### config.mk
export PLATFORM = sky130hd
export DESIGN_NAME = port_strap_and_indicator_leds
export DESIGN_NICKNAME = d
export VERILOG_FILES = /design/src/port_strap_pkg.sv /design/src/port_strap_and_indicator_leds.sv
export VERILOG_INCLUDE_DIRS = /design/src
export SDC_FILE = /design/constraint.sdc
export NUM_CORES = 1
export LEC_CHECK = 0
export ABC_AREA = 1
export BUFFER_PORTS_ARGS = -buffer_cell sky130_fd_sc_hd__buf_4
export CORE_MARGIN = 1.5
export CORE_UTILIZATION = 49
export DETAILED_ROUTE_END_ITERATION = 8
export GPL_TIMING_DRIVEN = 0
export HOLD_SLACK_MARGIN = 0.03
export PLACE_DENSITY = 0.85
export SLEW_MARGIN = 20
export SYNTH_ARGS = -nofsm -noshare
export SYNTH_HDL_FRONTEND = slang
export SYNTH_SLANG_ARGS = --single-unit
### constraint.sdc
create_clock -name aclk -period 2.5 [get_ports aclk]
set_input_delay 0.75 -clock aclk [delete_from_list [all_inputs] [get_ports aclk]]
set_output_delay 0.75 -clock aclk [all_outputs]
set_load 0.005 [all_outputs]
### src/port_strap_regs.svh
// Purpose: Offsets, field positions, reset values and codes for the strap and LED block
// Assumes: AXI4-Lite register access with 32-bit data
// Notes: Included by the block and by the bench
// How it works
// - A low indicator strap at reset enables per-port indicator LEDs and reports that support.
// - A high indicator strap at reset leaves the LEDs unused and reports no indicator support.
// - The indicator strap pin also serves as target address bit 3 while an SMBus host is attached.
// - Each port's removable strap high marks it removable, low marks it non-removable.
// - After reset each removable strap pin drives that port's active-low amber LED.
// - Each port-used strap high keeps the port enabled, low makes the port inactive.
// - After reset each port-used strap pin drives that port's active-low green LED.
// - Control outputs drive the downstream port power switches.
// - Green shows an enabled port, amber an over-current in the state set by power switching.
`ifndef PORT_STRAP_REGS_SVH
`define PORT_STRAP_REGS_SVH

`define ADDR_W 8
`define STATUS_OFF 8'h00
`define CTRL_OFF 8'h04
// Status fields
`define ST_REMOVABLE_LSB 0
`define ST_USED_LSB 4
`define ST_IND_EN_BIT 8
`define ST_LOADED_BIT 9
// Control fields
`define CT_PWR_SW_BIT 0
`define CT_PWR_ON_LSB 4
`define CTRL_RESET 8'h00
// Strap defaults (internal pull-ups)
`define STRAP_PORT_RESET 4'hf
// AXI responses
`define RESP_OKAY 2'b00
`define RESP_SLVERR 2'b10

`endif

### src/port_strap_pkg.sv
// Purpose: Types for the strap and LED block
// Assumes: Nothing beyond the constants header
// Notes: Port state groups follow the indicator colour table
package port_strap_pkg;
   // Gray coded along sample -> led
   typedef enum logic {
      st_sample = 1'b0,
      st_led = 1'b1
   } phase_t;

   typedef enum logic [1:0] {
      ps_powered_off = 2'b00,
      ps_disconnected = 2'b01,
      ps_suspended = 2'b10,
      ps_enabled = 2'b11
   } port_state_t;
endpackage : port_strap_pkg

### src/port_strap_and_indicator_leds.sv
// Purpose: Capture port straps after reset, then drive the shared pins as indicator LEDs
// Assumes: Pins synchronous to aclk; ce freezes all state
// Notes: Descriptor outputs feed the hub's descriptor logic
`timescale 1ns/10ps
`include "port_strap_regs.svh"
module port_strap_and_indicator_leds
   import port_strap_pkg::*;
(
   input wire logic aclk,
   input wire logic aresetn,
   input wire logic ce,
   input wire logic [`ADDR_W-1:0] s_axi_awaddr,
   input wire logic s_axi_awvalid,
   output logic s_axi_awready,
   input wire logic [31:0] s_axi_wdata,
   input wire logic [3:0] s_axi_wstrb,
   input wire logic s_axi_wvalid,
   output logic s_axi_wready,
   output logic [1:0] s_axi_bresp,
   output logic s_axi_bvalid,
   input wire logic s_axi_bready,
   input wire logic [`ADDR_W-1:0] s_axi_araddr,
   input wire logic s_axi_arvalid,
   output logic s_axi_arready,
   output logic [31:0] s_axi_rdata,
   output logic [1:0] s_axi_rresp,
   output logic s_axi_rvalid,
   input wire logic s_axi_rready,
   input wire logic indicator_strap_addr_bit3,
   input wire logic smbus_host_attached,
   output logic target_address_bit3,
   input wire logic [3:0] amber_led_removable_in,
   output logic [3:0] amber_led_removable_out,
   output logic [3:0] amber_led_removable_oe,
   input wire logic [3:0] green_led_port_active_in,
   output logic [3:0] green_led_port_active_out,
   output logic [3:0] green_led_port_active_oe,
   input wire logic [3:0] overcurrent_in_n,
   input wire logic [7:0] port_state,
   output logic [3:0] port_power_en_n,
   output logic [3:0] port_removable,
   output logic [3:0] port_used,
   output logic indicator_support
);

   // ----------------------------------------------------------------
   // Colour decode
   // ----------------------------------------------------------------
   function automatic logic green_on(input logic [1:0] st);
      green_on = (st == ps_enabled);
   endfunction : green_on

   function automatic logic amber_on(input logic [1:0] st, input logic oc_n, input logic sw);
      amber_on = !oc_n && (sw ? (st == ps_powered_off) : (st == ps_disconnected));
   endfunction : amber_on

   // ----------------------------------------------------------------
   // Strap capture and phase
   // ----------------------------------------------------------------
   phase_t phase_reg;
   logic [3:0] removable_reg;
   logic [3:0] used_reg;
   logic ind_en_reg;
   logic [7:0] ctrl_reg;

   always_ff @(posedge aclk) begin
      if (!aresetn) begin
         phase_reg <= st_sample;
         removable_reg <= `STRAP_PORT_RESET;
         used_reg <= `STRAP_PORT_RESET;
         ind_en_reg <= 1'b0;
      end else if (ce && phase_reg == st_sample) begin
         removable_reg <= amber_led_removable_in;
         used_reg <= green_led_port_active_in;
         ind_en_reg <= !indicator_strap_addr_bit3;
         phase_reg <= st_led;
      end
   end

   assign port_removable = removable_reg;
   assign port_used = used_reg;
   assign indicator_support = ind_en_reg;

   always_ff @(posedge aclk) begin
      if (!aresetn) begin
         target_address_bit3 <= 1'b0;
      end else if (ce) begin
         target_address_bit3 <= smbus_host_attached & indicator_strap_addr_bit3;
      end
   end

   // ----------------------------------------------------------------
   // LED pins and power switches
   // ----------------------------------------------------------------
   wire pwr_sw = ctrl_reg[`CT_PWR_SW_BIT];
   wire leds_live = (phase_reg == st_led) && ind_en_reg;

   genvar p;
   generate
      for (p = 0; p < 4; p++) begin : g_port
         wire [1:0] st = port_state[2*p+1:2*p];
         wire green_n = !(leds_live && used_reg[p] && green_on(st));
         wire amber_n = !(leds_live && amber_on(st, overcurrent_in_n[p], pwr_sw));
         always_ff @(posedge aclk) begin
            if (!aresetn) begin
               amber_led_removable_out[p] <= 1'b1;
               amber_led_removable_oe[p] <= 1'b0;
               green_led_port_active_out[p] <= 1'b1;
               green_led_port_active_oe[p] <= 1'b0;
               port_power_en_n[p] <= 1'b1;
            end else if (ce) begin
               amber_led_removable_out[p] <= amber_n;
               amber_led_removable_oe[p] <= (phase_reg == st_led);
               green_led_port_active_out[p] <= green_n;
               green_led_port_active_oe[p] <= (phase_reg == st_led);
               port_power_en_n[p] <= !(ctrl_reg[`CT_PWR_ON_LSB+p] && used_reg[p]);
            end
         end
      end
   endgenerate

   // ----------------------------------------------------------------
   // AXI4-Lite slave
   // ----------------------------------------------------------------
   logic [`ADDR_W-1:0] awaddr_reg;
   logic aw_held;
   logic w_held;
   logic [7:0] wdata_reg;
   logic wstrb0_reg;
   wire aw_fire = s_axi_awvalid && s_axi_awready;
   wire w_fire = s_axi_wvalid && s_axi_wready;
   wire wr_go = aw_held && w_held && !s_axi_bvalid;
   wire wr_ctrl = awaddr_reg == `CTRL_OFF;
   wire wr_ok = wr_ctrl || awaddr_reg == `STATUS_OFF;
   wire ar_fire = s_axi_arvalid && s_axi_arready;
   wire rd_status = s_axi_araddr == `STATUS_OFF;
   wire rd_ctrl = s_axi_araddr == `CTRL_OFF;
   wire [31:0] status_word = {22'h0, phase_reg == st_led, ind_en_reg, used_reg,
                              removable_reg};
   wire [31:0] rd_word = rd_status ? status_word : rd_ctrl ? {24'h000000, ctrl_reg} : 32'h0;

   always_ff @(posedge aclk) begin
      if (!aresetn) begin
         aw_held <= 1'b0;
         w_held <= 1'b0;
         awaddr_reg <= '0;
         wdata_reg <= 8'h00;
         wstrb0_reg <= 1'b0;
         s_axi_awready <= 1'b0;
         s_axi_wready <= 1'b0;
         s_axi_bvalid <= 1'b0;
         s_axi_bresp <= `RESP_OKAY;
         ctrl_reg <= `CTRL_RESET;
      end else if (ce) begin
         s_axi_awready <= !aw_held && !aw_fire && !s_axi_bvalid;
         s_axi_wready <= !w_held && !w_fire && !s_axi_bvalid;
         if (aw_fire) begin
            aw_held <= 1'b1;
            awaddr_reg <= s_axi_awaddr;
         end
         if (w_fire) begin
            w_held <= 1'b1;
            wdata_reg <= s_axi_wdata[7:0];
            wstrb0_reg <= s_axi_wstrb[0];
         end
         if (wr_go) begin
            aw_held <= 1'b0;
            w_held <= 1'b0;
            s_axi_bvalid <= 1'b1;
            s_axi_bresp <= wr_ok ? `RESP_OKAY : `RESP_SLVERR;
            if (wr_ctrl && wstrb0_reg) begin
               ctrl_reg <= wdata_reg;
            end
         end else if (s_axi_bvalid && s_axi_bready) begin
            s_axi_bvalid <= 1'b0;
         end
      end
   end

   always_ff @(posedge aclk) begin
      if (!aresetn) begin
         s_axi_arready <= 1'b0;
         s_axi_rvalid <= 1'b0;
         s_axi_rdata <= 32'h0;
         s_axi_rresp <= `RESP_OKAY;
      end else if (ce) begin
         s_axi_arready <= !s_axi_rvalid && !ar_fire;
         if (ar_fire) begin
            s_axi_rvalid <= 1'b1;
            s_axi_rdata <= rd_word;
            s_axi_rresp <= (rd_status || rd_ctrl) ? `RESP_OKAY : `RESP_SLVERR;
         end else if (s_axi_rvalid && s_axi_rready) begin
            s_axi_rvalid <= 1'b0;
         end
      end
   end

   // Reset must be sampled inactive, else the edge that releases it looks like a capture
   wire loading = ce && aresetn && phase_reg == st_sample;
endmodule : port_strap_and_indicator_leds

==> flow_summary.json <==
{
  "outcome": "finished clean",
  "cts_tree": "yes",
  "multi_input_area_mm2": 0.00129,
  "post-cts-setup-buffers": 0,
  "stdcell_area_mm2": 0.00415,
  "seq_area_mm2": 0.00136,
  "vias": 3093,
  "hold_class": "reg -> reg",
  "h-tree-depth": 3,
  "tightest_slew_ns": 0.540,
  "viasPerCell": 5.03,
  "synth_cell_type_count": 31,
  "cts_max_path_buffers": 2,
  "clock_power_share": 0.360,
  "critPathArrivalTime_ns": 1.10,
  "crit_path_max_fanout": 9,
  "rsz0062_at_grt": "no",
  "num-fill-cells": 519,
  "final.min_clock_period_ns": 1.85,
  "required_ns": 1.75,
  "timing.final.max_slew_violations": 0,
  "cts_root_buf": "clkbuf_8",
  "ctsHoldBuffers": 0,
  "drive_above_1_share": 0.304,
  "post-place-ws_ns": 0.698,
  "rows": 28,
  "regMostFlops": "s_axi_rdata",
  "synthCells": 402,
  "finalClockSkew_ns": 0.00485,
  "final_common_cell": "buf_4",
  "nNetsFinal": 618,
  "swShare": 0.245,
  "grt_pass1_vias": 2665,
  "synth_simple_gate_area_share": 0.227,
  "core_area_mm2": 0.00596,
  "clkSlewWorstSetupHoldPaths_ns": 0.07,
  "postRouteWirelength_um": 7680,
  "p_comb_frac": 0.144,
  "fmax_mhz": 540,
  "grt_util_all_layers": 0.232,
  "initial_core_util": 0.509,
  "grt_max_degree": 11,
  "synth_top_family_by_area": "simple AND/OR/NAND/NOR gates",
  "grt_pass1_wl_um": 11800,
  "fin_crit_sh": 0.741,
  "largest_reg_flops": 10,
  "syn_avg_cell_area_um2": 7.54,
  "die_w_um": 81.7,
  "critPathKind": "reg -> out",
  "r2r-start": "awaddr_reg[5]$_SDFFE_PN0P_",
  "muxShareOfSynthArea": 0,
  "critPathCaptureType": "output port",
  "antenna_cells": 0,
  "hpwl_um": 5920,
  "gr-total-overflow": 0,
  "maxSlewHeadroom": 0.639,
  "ant_nets": 0,
  "yosys_warnings": 0,
  "cts_buffers": 9,
  "num_io_pins": 153,
  "finalHoldViolCount": 0,
  "setup_viol": 0,
  "synth_seq_cells": 68,
  "die_area_mm2": 0.00667,
  "finalSetupTns_ns": 0,
  "area_growth_pct": 36.9,
  "ir_worst_vdd_v": 0.000347,
  "synth_compound_area_frac": 0.161,
  "drcViolationCount": 0,
  "max_cap_violations": 0,
  "portBuffers": 100,
  "startpoint": "green_led_port_active_oe[3]$_SDFFE_PN0P_",
  "die_h_um": 81.7,
  "yosysSeqAreaShare": 0.449,
  "finalPower_w": 0.00234,
  "layout_common_cells": "buf_4, nand2_1, dfxtp_1, a21oi_1, nand3_1",
  "post_dp_cell_area_mm2": 0.00396,
  "power_frac_seq": 0.496,
  "synth_xor_area_frac": 0.00867,
  "syn_area_mm2": 0.00303,
  "setup_slack_ns": 0.647,
  "synth_fa_ha_area_frac": 0,
  "gp_congestion": 0.852,
  "clk_latency_ns": 0.34,
  "p_per_area_mw_per_mm2": 564,
  "wire_per_inst_um": 12.5,
  "switchingPower_w": 0.000575,
  "power_leakage_nw": 2.00,
  "drtPass1Iterations": 4,
  "ctsResizeCount": 0,
  "cts.sinks": 68,
  "hold_start": "awaddr_reg[7]$_SDFFE_PN0P_",
  "critPathLaunchType": "flop",
  "drtIter0Drc": 198,
  "antenna_found_initial": 0,
  "p_int_w": 0.00177
}
## final timing paths
| kind | to | slack, ns | cells after the start |
|---|---|---|---|
| max reg2reg | ctrl_reg[6]$_SDFFE_PN0P_ | 1.16 | 7 |
| min | awaddr_reg[7]$_SDFFE_PN0P_ | 0.45 | 2 |
| max | green_led_port_active_oe[0] | 0.65 | 2 |
| min reg2reg | awaddr_reg[7]$_SDFFE_PN0P_ | 0.45 | 2 |
## final cells by class
cell class              count  share of cell area
clock buffers              14              0.0440
inverters                  37              0.0335
flip-flops and latches     68               0.328
plain buffers              50              0.0781
well taps                  75              0.0226
repair buffers            100               0.181
multi-input cells         270               0.312
clock inverters             1             0.00121
## layer usage
metal	global-route usage	up-vias	share of wire	wire (um)
li1	-	1533	-	-
met5	0	-	0	0
met3	0.0389	13	0.075	575
met1	0.287	1425	0.41	3130
met4	0.0915	0	0.019	148
met2	0.402	122	0.50	3820
## critical path, cell delays in order (launching register included)
cell and delay (ns):
dfxtp_1 0.50, buf_4 0.17, buf_4 0.10
## per-stage QoR
step	instances	utilization	hold WS, ns
final	615	0.697	0.446
after global routing	615	0.697	0.466
after CTS	615	0.697	0.446
after detailed placement	600	0.665	0.436
after global placement	600	0.665	0.432
after floorplan	425	-	0.424
## cells by family (layout without fill, tap and decap cells)
kind of cell | Yosys count | count (layout)
and+or+nand+nor | 154 | 154
DFF | 68 | 68
buffers and inverters | 87 | 202
xor gates and xnor gates | 3 | 3
AOI/OAI and AO/OA | 89 | 89
other | 1 | 24
## power by group through the flow
stage / sequential [W] / clock [W] / combinational (W)
2_1_floorplan: 0.00118 / 0 / 0.000175
3_3_place_gp: 0.00118 / 0 / 0.000327
3_5_place_dp: 0.00119 / 0 / 0.000336
4_1_cts: 0.00116 / 0.000852 / 0.000337
5_1_grt: 0.00117 / 0.000896 / 0.000378
6_report: 0.00116 / 0.000842 / 0.000338
## cells in the mapped netlist
library cell   n  area [um2]
nand2_4        1        11.3
o21ai_0       28         140
buf_4         31         233
o31ai_1        1        7.51
o21a_1         9        67.6
nor2_2         2        12.5
buf_1          1        3.75
dfxtp_1       68        1360
a21boi_0       1        7.51
a22oi_1        1        7.51
nand4_1        4        25.0
buf_2         10        50.1
a31oi_1        1        6.26
o211ai_1       2        15.0
nor3_1         3        15.0
buf_6          1        11.3
clkinv_1       2        7.51
nand2_1       79         297
nand3_1       40         200
a21oi_1       41         205
conb_1         1        3.75
o22ai_1        4        25.0
inv_1         34         128
xor2_1         3        26.3
nor2_8         1        20.0
inv_2          1        3.75
nand2_2        1        6.26
nor2_4         2        22.5
nor2_1        21        78.8
a211oi_1       1        7.51
clkbuf_1       7        26.3
Note: power is estimated with default switching activity, not from simulation.
